`config.mk`:
```
export PLATFORM = sky130hd
export DESIGN_NAME = fta_table_access
export DESIGN_NICKNAME = d
export VERILOG_FILES = /design/src/logic/fta_hold_bank.v /design/src/logic/fta_prog_timer.v /design/src/logic/fta_table_access.v
export VERILOG_INCLUDE_DIRS = /design/src /design/src/logic
export SDC_FILE = /design/constraint.sdc
export NUM_CORES = 1
export LEC_CHECK = 0
export ABC_AREA = 1
export CAP_MARGIN = 10
export CORE_MARGIN = 5
export CORE_UTILIZATION = 55
export DETAILED_ROUTE_END_ITERATION = 10
export DONT_BUFFER_PORTS = 1
export PLACE_DENSITY = 0.75
export SLEW_MARGIN = 40
export SYNTH_ARGS = -nofsm -noshare
export SYNTH_HDL_FRONTEND = slang
export SYNTH_HIERARCHICAL = 1
export SYNTH_SLANG_ARGS = --single-unit
```
`constraint.sdc`:
```
create_clock -name i_mclk -period 6.81 [get_ports i_mclk]
set_clock_uncertainty 0.15 [all_clocks]
set_input_delay 1.362 -clock i_mclk [delete_from_list [all_inputs] [get_ports i_mclk]]
set_output_delay 1.362 -clock i_mclk [all_outputs]
set_load 0.1 [all_outputs]
```
`src/logic/fta_consts.vh`:
```
`ifndef FTA_CONSTS_VH
`define FTA_CONSTS_VH

// ==================================================
// Special function register selects
`define FTA_SFR_AW 3
`define FTA_SFR_LATCH 3'h0
`define FTA_SFR_PTRL 3'h1
`define FTA_SFR_PTRH 3'h2
`define FTA_SFR_PTRU 3'h3
`define FTA_SFR_CTL1 3'h4
`define FTA_SFR_GUARD 3'h5
`define FTA_SFR_IRQF 3'h6

// ==================================================
// Control register one field positions
`define FTA_CTL_PGD 7
`define FTA_CTL_CFG 6
`define FTA_CTL_FREE 4
`define FTA_CTL_ERR 3
`define FTA_CTL_WEN 2
`define FTA_CTL_WR 1
`define FTA_CTL_RESET 8'h00

// ==================================================
// Unlock sequence
`define FTA_KEY_FIRST 8'h55
`define FTA_KEY_SECOND 8'haa

// ==================================================
// Pointer and block geometry
`define FTA_PTR_W 22
`define FTA_PTR_SPACE_BIT 21
`define FTA_WBLK_BITS 5
`define FTA_WBLK_BYTES 32
`define FTA_EBLK_BITS 6
`define FTA_HOLD_RESET 8'hff

// ==================================================
// Table pointer update modes
`define FTA_MODE_KEEP 2'h0
`define FTA_MODE_POSTINC 2'h1
`define FTA_MODE_POSTDEC 2'h2
`define FTA_MODE_PREINC 2'h3

// ==================================================
// Timing
// 2 ms at 10 MHz
`define FTA_LONG_WRITE_CYC 15'h4e20
`define FTA_TMR_W 15

`endif

```
`src/logic/fta_hold_bank.v`:
```
`timescale 1ns/100ps
`default_nettype none
`include "fta_consts.vh"

module fta_hold_bank (
    input wire i_mclk,
    input wire i_arst_n,
    input wire i_wr,
    input wire [`FTA_WBLK_BITS-1:0] i_idx,
    input wire [7:0] i_data,
    input wire i_clear,
    input wire [`FTA_WBLK_BITS-1:0] i_rd_idx,
    output reg [7:0] o_rd_data
);

    reg [7:0] hold [0:`FTA_WBLK_BYTES-1];

    genvar g;
    generate
        for (g = 0; g < `FTA_WBLK_BYTES; g = g + 1) begin : g_byte
            always @(posedge i_mclk or negedge i_arst_n) begin
                if (!i_arst_n) begin
                    hold[g] <= `FTA_HOLD_RESET;
                end else if (i_clear) begin
                    // Erased value leaves untouched flash bytes alone
                    hold[g] <= `FTA_HOLD_RESET;
                end else if (i_wr && (i_idx == g)) begin
                    hold[g] <= i_data;
                end
            end
        end
    endgenerate

    always @(posedge i_mclk or negedge i_arst_n) begin
        if (!i_arst_n) begin
            o_rd_data <= `FTA_HOLD_RESET;
        end else begin
            o_rd_data <= hold[i_rd_idx];
        end
    end

endmodule
`default_nettype wire

```
`src/logic/fta_prog_timer.v`:
```
`timescale 1ns/100ps
`default_nettype none
`include "fta_consts.vh"

module fta_prog_timer #(
    parameter [`FTA_TMR_W-1:0] P_CYCLES = `FTA_LONG_WRITE_CYC
) (
    input wire i_mclk,
    input wire i_arst_n,
    input wire i_start,
    input wire i_abort,
    output reg o_busy,
    output reg o_done
);

    localparam [`FTA_TMR_W-1:0] ONE = {{(`FTA_TMR_W-1){1'b0}}, 1'b1};
    reg [`FTA_TMR_W-1:0] count;

    always @(posedge i_mclk or negedge i_arst_n) begin
        if (!i_arst_n) begin
            count <= {`FTA_TMR_W{1'b0}};
            o_busy <= 1'b0;
            o_done <= 1'b0;
        end else begin
            o_done <= 1'b0;
            if (i_abort) begin
                o_busy <= 1'b0;
                count <= {`FTA_TMR_W{1'b0}};
            end else if (i_start && !o_busy) begin
                o_busy <= 1'b1;
                count <= P_CYCLES - ONE;
                o_done <= (P_CYCLES == ONE);
            end else if (o_busy) begin
                if (count == {`FTA_TMR_W{1'b0}}) begin
                    o_busy <= 1'b0;
                end else begin
                    // Marks the last busy cycle, so all ends together
                    o_done <= (count == ONE);
                    count <= count - ONE;
                end
            end
        end
    end

endmodule
`default_nettype wire

```
`src/logic/fta_table_access.v`:
```
// Overview of operation
// - Eight-bit table latch reachable as register
// - Three pointer bytes form one 22-bit address
// - Low 21 pointer bits address program memory
// - Top pointer bit selects configuration space
// - Auto updates touch only low 21 bits
// - Four pointer actions: keep, post-inc, post-dec, pre-inc
// - Table read loads addressed byte into latch
// - Table write fills holding register, not flash
// - Only low pointer bits pick holding register
// - Program write uses upper pointer bits only
// - Erase targets block from pointer bits 21:6
// - One byte read per table read
// - Address bit zero picks word high/low byte
// - Erase unit is 64 bytes, no word erase
// - No bulk erase from self-started sequence
// - Core stalls until internal timer ends cycle
// - Erase cycle lasts about 2 ms
// - Start bit only set by software, hardware clears
// - Done flag set at end, sticky until cleared
// - Error flag on abort; program and config select bits kept
`timescale 1ns/100ps
`default_nettype none
`include "fta_consts.vh"

module fta_table_access #(
    parameter [`FTA_TMR_W-1:0] P_LONG_WRITE_CYC = `FTA_LONG_WRITE_CYC
) (
    input wire i_mclk,
    input wire i_arst_n,
    input wire i_soft_rst,
    input wire i_sfr_wr,
    input wire [`FTA_SFR_AW-1:0] i_sfr_addr,
    input wire [7:0] i_sfr_wdata,
    output reg [7:0] o_sfr_rdata,
    input wire i_tbl_op,
    input wire i_tbl_is_write,
    input wire [1:0] i_tbl_mode,
    output wire [`FTA_PTR_W-1:0] o_fl_rd_addr,
    input wire [7:0] i_fl_rd_data,
    output reg o_fl_erase,
    output reg o_fl_prog,
    output reg [`FTA_PTR_W-1:0] o_fl_op_addr,
    input wire [`FTA_WBLK_BITS-1:0] i_fl_hold_idx,
    output wire [7:0] o_fl_hold_data,
    output wire o_cpu_stall,
    output reg o_memory_done_irq_flag
);

    // ==================================================
    // Decode helper
    function sfr_hit;
        input [`FTA_SFR_AW-1:0] addr;
        input [`FTA_SFR_AW-1:0] sel;
        begin
            sfr_hit = (addr == sel);
        end
    endfunction

    localparam [1:0] ST_IDLE = 2'h0;
    localparam [1:0] ST_KEY1 = 2'h1;
    localparam [1:0] ST_KEY2 = 2'h2;

    // ==================================================
    // State
    reg [7:0] table_data_latch;
    reg [`FTA_PTR_W-1:0] table_byte_pointer;
    reg program_memory_select;
    reg config_space_select;
    reg erase_select;
    reg write_error_flag;
    reg write_enable_bit;
    reg write_start;
    reg [1:0] unlock_state;
    reg [1:0] next_unlock_state;
    reg erase_op;

    wire timer_busy;
    wire timer_done;
    wire sfr_wr_ctl;
    wire sfr_wr_guard;
    wire start_req;
    wire start_ok;
    wire start_bad;
    wire abort_op;

    // ==================================================
    // Pointer arithmetic
    wire [20:0] ptr_low = table_byte_pointer[20:0];
    wire [20:0] ptr_inc = ptr_low + 21'h000001;
    wire [20:0] ptr_dec = ptr_low - 21'h000001;
    wire ptr_space = table_byte_pointer[`FTA_PTR_SPACE_BIT];

    // Pre-increment reads the already advanced byte
    wire [20:0] access_low = (i_tbl_mode == `FTA_MODE_PREINC) ? ptr_inc : ptr_low;
    wire [`FTA_PTR_W-1:0] access_addr = {ptr_space, access_low};

    // Full pointer, bit 0 picks word byte, top bit picks id/config space
    assign o_fl_rd_addr = access_addr;

    wire tbl_rd = i_tbl_op && !i_tbl_is_write && !timer_busy;
    wire tbl_wr = i_tbl_op && i_tbl_is_write && !timer_busy;

    reg [20:0] next_ptr_low;

    always @* begin
        case (i_tbl_mode)
            `FTA_MODE_KEEP: begin
                next_ptr_low = ptr_low;
            end
            `FTA_MODE_POSTINC: begin
                next_ptr_low = ptr_inc;
            end
            `FTA_MODE_POSTDEC: begin
                next_ptr_low = ptr_dec;
            end
            `FTA_MODE_PREINC: begin
                next_ptr_low = ptr_inc;
            end
            default: begin
                next_ptr_low = ptr_low;
            end
        endcase
    end

    // ==================================================
    // Register writes
    assign sfr_wr_ctl = i_sfr_wr && sfr_hit(i_sfr_addr, `FTA_SFR_CTL1);
    assign sfr_wr_guard = i_sfr_wr && sfr_hit(i_sfr_addr, `FTA_SFR_GUARD);
    assign start_req = sfr_wr_ctl && i_sfr_wdata[`FTA_CTL_WR] && !write_start;

    // Program memory only; the guard pair must be the last two writes
    assign start_ok = start_req && write_enable_bit && i_sfr_wdata[`FTA_CTL_WEN]
        && (unlock_state == ST_KEY2) && i_sfr_wdata[`FTA_CTL_PGD]
        && !i_sfr_wdata[`FTA_CTL_CFG];
    assign start_bad = start_req && !start_ok;
    assign abort_op = i_soft_rst && timer_busy;

    // Any other register write breaks the unlock pair
    always @* begin
        next_unlock_state = unlock_state;
        if (i_sfr_wr) begin
            if (sfr_wr_guard && i_sfr_wdata == `FTA_KEY_FIRST) begin
                next_unlock_state = ST_KEY1;
            end else if (sfr_wr_guard && i_sfr_wdata == `FTA_KEY_SECOND && unlock_state == ST_KEY1) begin
                next_unlock_state = ST_KEY2;
            end else begin
                next_unlock_state = ST_IDLE;
            end
        end
        if (i_soft_rst) begin
            next_unlock_state = ST_IDLE;
        end
    end

    always @(posedge i_mclk or negedge i_arst_n) begin
        if (!i_arst_n) begin
            unlock_state <= ST_IDLE;
        end else begin
            case (next_unlock_state)
                ST_IDLE: begin
                    unlock_state <= ST_IDLE;
                end
                ST_KEY1: begin
                    unlock_state <= ST_KEY1;
                end
                ST_KEY2: begin
                    unlock_state <= ST_KEY2;
                end
                default: begin
                    unlock_state <= ST_IDLE;
                end
            endcase
        end
    end

    // ==================================================
    // Pointer and latch
    always @(posedge i_mclk or negedge i_arst_n) begin
        if (!i_arst_n) begin
            table_byte_pointer <= {`FTA_PTR_W{1'b0}};
            table_data_latch <= 8'h00;
        end else if (i_soft_rst) begin
            table_byte_pointer <= {`FTA_PTR_W{1'b0}};
            table_data_latch <= 8'h00;
        end else if (tbl_rd || tbl_wr) begin
            // Table access wins over a register write in the same cycle
            table_byte_pointer <= {ptr_space, next_ptr_low};
            if (tbl_rd) begin
                table_data_latch <= i_fl_rd_data;
            end
        end else if (i_sfr_wr && !timer_busy) begin
            if (sfr_hit(i_sfr_addr, `FTA_SFR_LATCH)) begin
                table_data_latch <= i_sfr_wdata;
            end
            if (sfr_hit(i_sfr_addr, `FTA_SFR_PTRL)) begin
                table_byte_pointer[7:0] <= i_sfr_wdata;
            end
            if (sfr_hit(i_sfr_addr, `FTA_SFR_PTRH)) begin
                table_byte_pointer[15:8] <= i_sfr_wdata;
            end
            if (sfr_hit(i_sfr_addr, `FTA_SFR_PTRU)) begin
                table_byte_pointer[21:16] <= i_sfr_wdata[5:0];
            end
        end
    end

    // ==================================================
    // Holding registers
    fta_hold_bank u_hold (
        .i_mclk(i_mclk),
        .i_arst_n(i_arst_n),
        .i_wr(tbl_wr),
        .i_idx(access_addr[`FTA_WBLK_BITS-1:0]),
        .i_data(table_data_latch),
        .i_clear(timer_done || i_soft_rst),
        .i_rd_idx(i_fl_hold_idx),
        .o_rd_data(o_fl_hold_data)
    );

    // ==================================================
    // Long write timer
    fta_prog_timer #(
        .P_CYCLES(P_LONG_WRITE_CYC)
    ) u_timer (
        .i_mclk(i_mclk),
        .i_arst_n(i_arst_n),
        .i_start(start_ok),
        .i_abort(abort_op),
        .o_busy(timer_busy),
        .o_done(timer_done)
    );

    // Core held while the timer runs
    assign o_cpu_stall = timer_busy;

    // ==================================================
    // Control register one
    always @(posedge i_mclk or negedge i_arst_n) begin
        if (!i_arst_n) begin
            program_memory_select <= 1'b0;
            config_space_select <= 1'b0;
            erase_select <= 1'b0;
            write_error_flag <= 1'b0;
            write_enable_bit <= 1'b0;
            write_start <= 1'b0;
            erase_op <= 1'b0;
        end else begin
            if (sfr_wr_ctl && !timer_busy) begin
                // Select bits follow software; start bit is set-only
                program_memory_select <= i_sfr_wdata[`FTA_CTL_PGD];
                config_space_select <= i_sfr_wdata[`FTA_CTL_CFG];
                erase_select <= i_sfr_wdata[`FTA_CTL_FREE];
                write_enable_bit <= i_sfr_wdata[`FTA_CTL_WEN];
                write_error_flag <= i_sfr_wdata[`FTA_CTL_ERR];
            end
            if (start_ok) begin
                write_start <= 1'b1;
                erase_op <= i_sfr_wdata[`FTA_CTL_FREE];
            end else if (timer_done || abort_op) begin
                write_start <= 1'b0;
            end
            // Error set wins over a same-cycle software clear
            if (abort_op || start_bad) begin
                write_error_flag <= 1'b1;
            end
            if (i_soft_rst) begin
                // Program and config select bits stay so software can trace the fault
                write_enable_bit <= 1'b0;
                erase_select <= 1'b0;
            end
        end
    end

    // ==================================================
    // Flash array commands
    always @(posedge i_mclk or negedge i_arst_n) begin
        if (!i_arst_n) begin
            o_fl_erase <= 1'b0;
            o_fl_prog <= 1'b0;
            o_fl_op_addr <= {`FTA_PTR_W{1'b0}};
        end else if (start_ok) begin
            if (i_sfr_wdata[`FTA_CTL_FREE]) begin
                // Single 64-byte block only, never bulk
                o_fl_erase <= 1'b1;
                o_fl_op_addr <= {table_byte_pointer[21:6], {`FTA_EBLK_BITS{1'b0}}};
            end else begin
                o_fl_prog <= 1'b1;
                o_fl_op_addr <= {table_byte_pointer[21:5], {`FTA_WBLK_BITS{1'b0}}};
            end
        end else if (timer_done || abort_op) begin
            o_fl_erase <= 1'b0;
            o_fl_prog <= 1'b0;
        end
    end

    // ==================================================
    // Done flag
    always @(posedge i_mclk or negedge i_arst_n) begin
        if (!i_arst_n) begin
            o_memory_done_irq_flag <= 1'b0;
        end else if (timer_done) begin
            o_memory_done_irq_flag <= 1'b1;
        end else if (i_sfr_wr && sfr_hit(i_sfr_addr, `FTA_SFR_IRQF) && !i_sfr_wdata[0]) begin
            o_memory_done_irq_flag <= 1'b0;
        end
    end

    // ==================================================
    // Register read port, one cycle after the address
    always @(posedge i_mclk or negedge i_arst_n) begin
        if (!i_arst_n) begin
            o_sfr_rdata <= 8'h00;
        end else begin
            case (i_sfr_addr)
                `FTA_SFR_LATCH: begin
                    o_sfr_rdata <= table_data_latch;
                end
                `FTA_SFR_PTRL: begin
                    o_sfr_rdata <= table_byte_pointer[7:0];
                end
                `FTA_SFR_PTRH: begin
                    o_sfr_rdata <= table_byte_pointer[15:8];
                end
                `FTA_SFR_PTRU: begin
                    o_sfr_rdata <= {2'h0, table_byte_pointer[21:16]};
                end
                `FTA_SFR_CTL1: begin
                    o_sfr_rdata <= {program_memory_select, config_space_select, 1'b0, erase_select,
                        write_error_flag, write_enable_bit, write_start, 1'b0};
                end
                `FTA_SFR_IRQF: begin
                    o_sfr_rdata <= {7'h00, o_memory_done_irq_flag};
                end
                default: begin
                    // Guard register is write-only
                    o_sfr_rdata <= 8'h00;
                end
            endcase
        end
    end

endmodule
`default_nettype wire

```
**After elaboration in Yosys (flattened, before gate mapping)**

Cells that the tools add are included.

- Add/subtract/negate cells: 3
- Order comparisons: 1
- Eq/ne operators: 53
- Multiplexer cells: 113
- Bitwise gates (word level): 1
- Reduce and logical (&&, ||, !) cells: 122

Operator list:

| operator | number |
|---|---|
| 8-bit two-way mux | 73 |
| 5-bit == test (second input constant) | 16 |
| 2-bit nonzero test | 38 |
| 22-bit two-way mux | 3 |
| 15-bit two-way mux | 4 |
| 1-bit logical AND | 55 |
| 8-bit case mux with 6 select lines | 1 |
| 21-bit case mux with 2 select lines | 1 |
| 8-bit binary-select mux with 5-bit select | 1 |
| 5-bit by 4-bit == test with 1-bit output (second input constant) | 8 |
| 1-bit two-way mux | 22 |
| 21-bit by 1-bit adder with 21-bit output (second input constant) | 1 |
| 21-bit two-way mux | 1 |
| 21-bit by 1-bit subtractor with 21-bit output (second input constant) | 1 |
| 5-bit by 3-bit == test with 1-bit output (second input constant) | 4 |
| 3-bit nonzero test | 6 |
| 15-bit by 1-bit == test with 1-bit output (second input constant) | 1 |
| 15-bit logical NOT | 1 |
| 3-bit AND reduction | 5 |
| 15-bit by 1-bit subtractor with 15-bit output (second input constant) | 1 |
| 6-bit two-way mux | 2 |
| 5-bit by 2-bit == test with 1-bit output (second input constant) | 2 |
| 3-bit == test (second input constant) | 3 |
| 2-bit == test (second input constant) | 4 |
| other kinds (20) | 39 |

- Register bits: 352
- Input bits: 32
- Output and inout bits: 64
- Logic and storage cells: 346

**Depth between registers and ports, before layout**

- Depth after elaboration: 13
- Gate-level depth with buffers: 14
- Depth with buffers taken out: 13

**By module**

Netlist, hierarchy kept.

By module, submodules not included:

| module | instances | cells each | area each (um^2) | sequential area each (um^2) |
|---|---|---|---|---|
| fta_hold_bank | 1 | 1,552 | 12,959.9 | 6,936.7 |
| fta_table_access | 1 | 696 | 4,644.5 | 1,651.6 |
| fta_prog_timer | 1 | 156 | 1,127.3 | 425.4 |

**Worst setup path after synthesis**

Ideal clock, no wire load.

- Kind: in2out
- From: input i_tbl_mode[0]
- To: output o_fl_rd_addr[4]
- Data arrival time: 4.174 ns
- Required time: 5.298 ns
- Slack: 1.124 ns
- Stages on the path: 4
- Path buffers: 2
- Cells stage by stage: buf_2 -> nand2_1 -> clkbuf_1 -> o21ai_0

- Longest elaborated chain between the ends: 2

RTL lines:

| what | line | text |
|---|---|---|
| start, declared | fta_table_access.v:38 | `input wire [1:0] i_tbl_mode,` |
| 2-bit == test | -- |  |
| 21-bit two-way mux | fta_table_access.v:95 | `` wire [20:0] access_low = (i_tbl_mode == `FTA_MODE_PREINC) ? ptr_inc : ptr_low; `` |
| end, declared | fta_table_access.v:39 | `` output wire [`FTA_PTR_W-1:0] o_fl_rd_addr, `` |

No other way between the ends.

**Worst setup path in the final report**

- From: input i_tbl_mode[0]
- To: output o_fl_rd_addr[9]

Same word-level chain as after synthesis.

==> impl_metrics.toml <==
[worst_setup_path]
crit_path_end_kind = "primary output"
critical_path_class = "input port to primary output"
critPathArrivalTime_ns = 3.58
r2r_setup_slack_ns = 3.82
cp_max_fo = 30
rr_startpoint = "u_timer/o_done"
start_kind = "input port"
rr_worst_depth = 7
worst_ep_required_time_ns = 5.30
worst_r2r_endpoint = "u_hold/hold[215]"

[die]
std_cell_rows = 67
start_util = 0.557
die_w_um = 195
coreArea_um2 = 33600
die-area_um2 = 37800
die_y_um = 195
io_pins = 96

[pwr]
swShare = 0.310
finalPower_w = 0.00560
p_per_area_nw_per_um2 = 279
intPower_w = 0.00387
pwr-share-clk = 0.360
seqPwrFrac = 0.473
ir_drop_mv = 0.187
p_switching_w = 0.00174
combinationalPowerShare = 0.167
leakagePower_nw = 8.81

[global_routing]
antenna_found_initial = 0
grt_pass1_vias = 15300
globalRouteTotalUtil = 0.256
grt_max_degree = 348
grt-ovfl-total = 0
grt_pass1_wl_mm = 80.3

[cts]
cts.sinks = 347
clk_path_buf_depth = 3
numCtsBuffers = 38
clock-root-buffer = "clkbuf_16"
cts_tree = "done"
postCtsHoldBufs = 0
cts_resized = 0
clk_latency_ns = 0.53
cts_max_level = 2
post_cts_buffers = 0
path_clk_slew_ns = 0.06

[sta]
timing.fmax_mhz = 196
slew_headroom = 0.407
setup-tns-final_ns = 0
rsz0062_at_grt = "no"
min_period_ns = 5.09
final_max_slew_viol_count = 0
worst_pin_slew_ns = 0.890
hold_violations = 0
setup_viol = 0
period_share = 0.748

[drt]
dr_total_vias = 15900
drc = 0
avgViaCountPerCell = 5.70
postRouteWirelength_mm = 49.4
first_pass_iters = 6
drtIter0Drc = 1464
drt.antenna.violating_nets = 0
post_drt_wl_per_cell_um = 17.7

[logic_synthesis]
synth-main-ff-cell = "dfstp_2"
async_reset_ff_frac = 1.00
synth_edf_count = 0
yosysUniqueCellTypes = 47
netlist_area_um2 = 18700
postSynthCellCount = 2404
syn_avg_cell_area_um2 = 7.79
yosysSeqAreaShare = 0.481
ys_ff_latch = 347
synth-warning-count = 6

[cells_and_area]
final_common_cell = "nand2_1"
seq_area_um2 = 9040
nets = 2350
synthToLayoutAreaGrowth_pct = 7.15
multiInputGateArea_um2 = 8540
drive_above_1_share = 0.207
layout_common_cells = "nand2_1, nor2_1, nand3_1, a21oi_1, dfstp_2"
num_antenna_cells = 0
nFillCells = 2917

[hold_path]
min_from = "u_hold/hold[253]"
hold-path-endpoint = "u_hold/hold[253]"
min_path_cells = 2
holdCritPathClass = "flip-flop to flip-flop"

[placed_design]
dpl.hpwl_mm = 32.0
io_buffers = 0
gp_congestion = 0.940

[run]
max-cap-violations = 0

[status]
status = "complete, no violations"
stage by stage:
step           std cells  cell area [µm²]  hold slack [ns]   util  setup slack (ns)
5_1_grt             2791            20100            0.363  0.597              1.61
2_1_floorplan       2408            18700            0.297      -              1.12
3_5_place_dp        2721            18800            0.331  0.559              2.05
6_report            2791            20100            0.351  0.597              1.72
4_1_cts             2790            20000            0.352  0.596              2.04
3_3_place_gp        2711            18400            0.325  0.549              1.86
sequential cells by signal, summed over array words and instances, names as in the netlist, 2 cells and up:
name,flops
o_fl_op_addr,17
o_sfr_rdata,8
table_byte_pointer,22
table_data_latch,8
u_hold/hold,256
u_hold/o_rd_data,8
u_timer/count,15
unlock_state,2
worst max-delay path, cell delays in order:
cell	delay [ns]
nand2_1	0.51
clkinv_2	0.81
o21ai_4	0.87
synthesized netlist by cell type (31+ instances only):
cell | instances | area share
nand2_1 | 646 | 0.13
nor2_1 | 382 | 0.077
nand3_1 | 275 | 0.073
a21oi_1 | 269 | 0.072
dfstp_2 | 264 | 0.37
dfrtp_1 | 83 | 0.11
inv_1 | 82 | 0.016
o21ai_0 | 45 | 0.012
buf_6 | 44 | 0.026
o21ai_1 | 43 | 0.011
clkbuf_1 | 40 | 0.0080
buf_4 | 35 | 0.014
nand2_4 | 33 | 0.020
buf_2 | 31 | 0.0083
worst max-delay path by stage:
stage,slack [ns],end,startpoint
2_1_floorplan,1.12,o_fl_rd_addr[4],i_tbl_mode[0]
3_3_place_gp,1.86,o_fl_rd_addr[1],i_tbl_mode[0]
3_5_place_dp,2.05,o_fl_rd_addr[16],i_tbl_mode[0]
4_1_cts,2.04,o_fl_rd_addr[16],i_tbl_mode[0]
5_1_grt,1.61,o_fl_rd_addr[9],i_tbl_mode[0]
6_report,1.72,o_fl_rd_addr[9],i_tbl_mode[0]
power by group through the flow:
stage / Sequential [W] / Clock (W) / Combinational, W
floorplan: 0.00261 / 0 / 0.000774
global placement: 0.00266 / 0 / 0.000862
detailed placement: 0.00267 / 0 / 0.000920
CTS: 0.00265 / 0.00205 / 0.000925
global route: 0.00268 / 0.00215 / 0.00103
finish: 0.00265 / 0.00202 / 0.000937
kinds of logic (layout without fill, tap and decap cells):
family	after synthesis	in the layout	synth area share
and+or+nand+nor	1386	1386	0.319
AOI/OAI and AO/OA	392	392	0.111
DFF	347	347	0.481
buffers and inverters	258	193	0.0784
xor gates and xnor gates	16	16	0.00748
adders and majority gates	4	4	0.00267
other	1	5	0.000200
layer usage:
layer / track usage / vias up / routed length [µm]
met2: 0.412 / 642 / 23000
met1: 0.349 / 7548 / 20800
met4: 0.0883 / 0 / 1650
li1: - / 7614 / -
met3: 0.0506 / 108 / 3970
met5: 0 / - / 0
final cells by class:
class | count | share of cell area
clock buffer | 60 | 0.0580
clock inverter | 9 | 0.00330
inverter | 103 | 0.0196
multi-input combinational | 1803 | 0.425
sequential | 347 | 0.451
tap | 448 | 0.0279
timing repair buffer | 21 | 0.0151
Note: power is estimated with default switching activity, not from simulation.
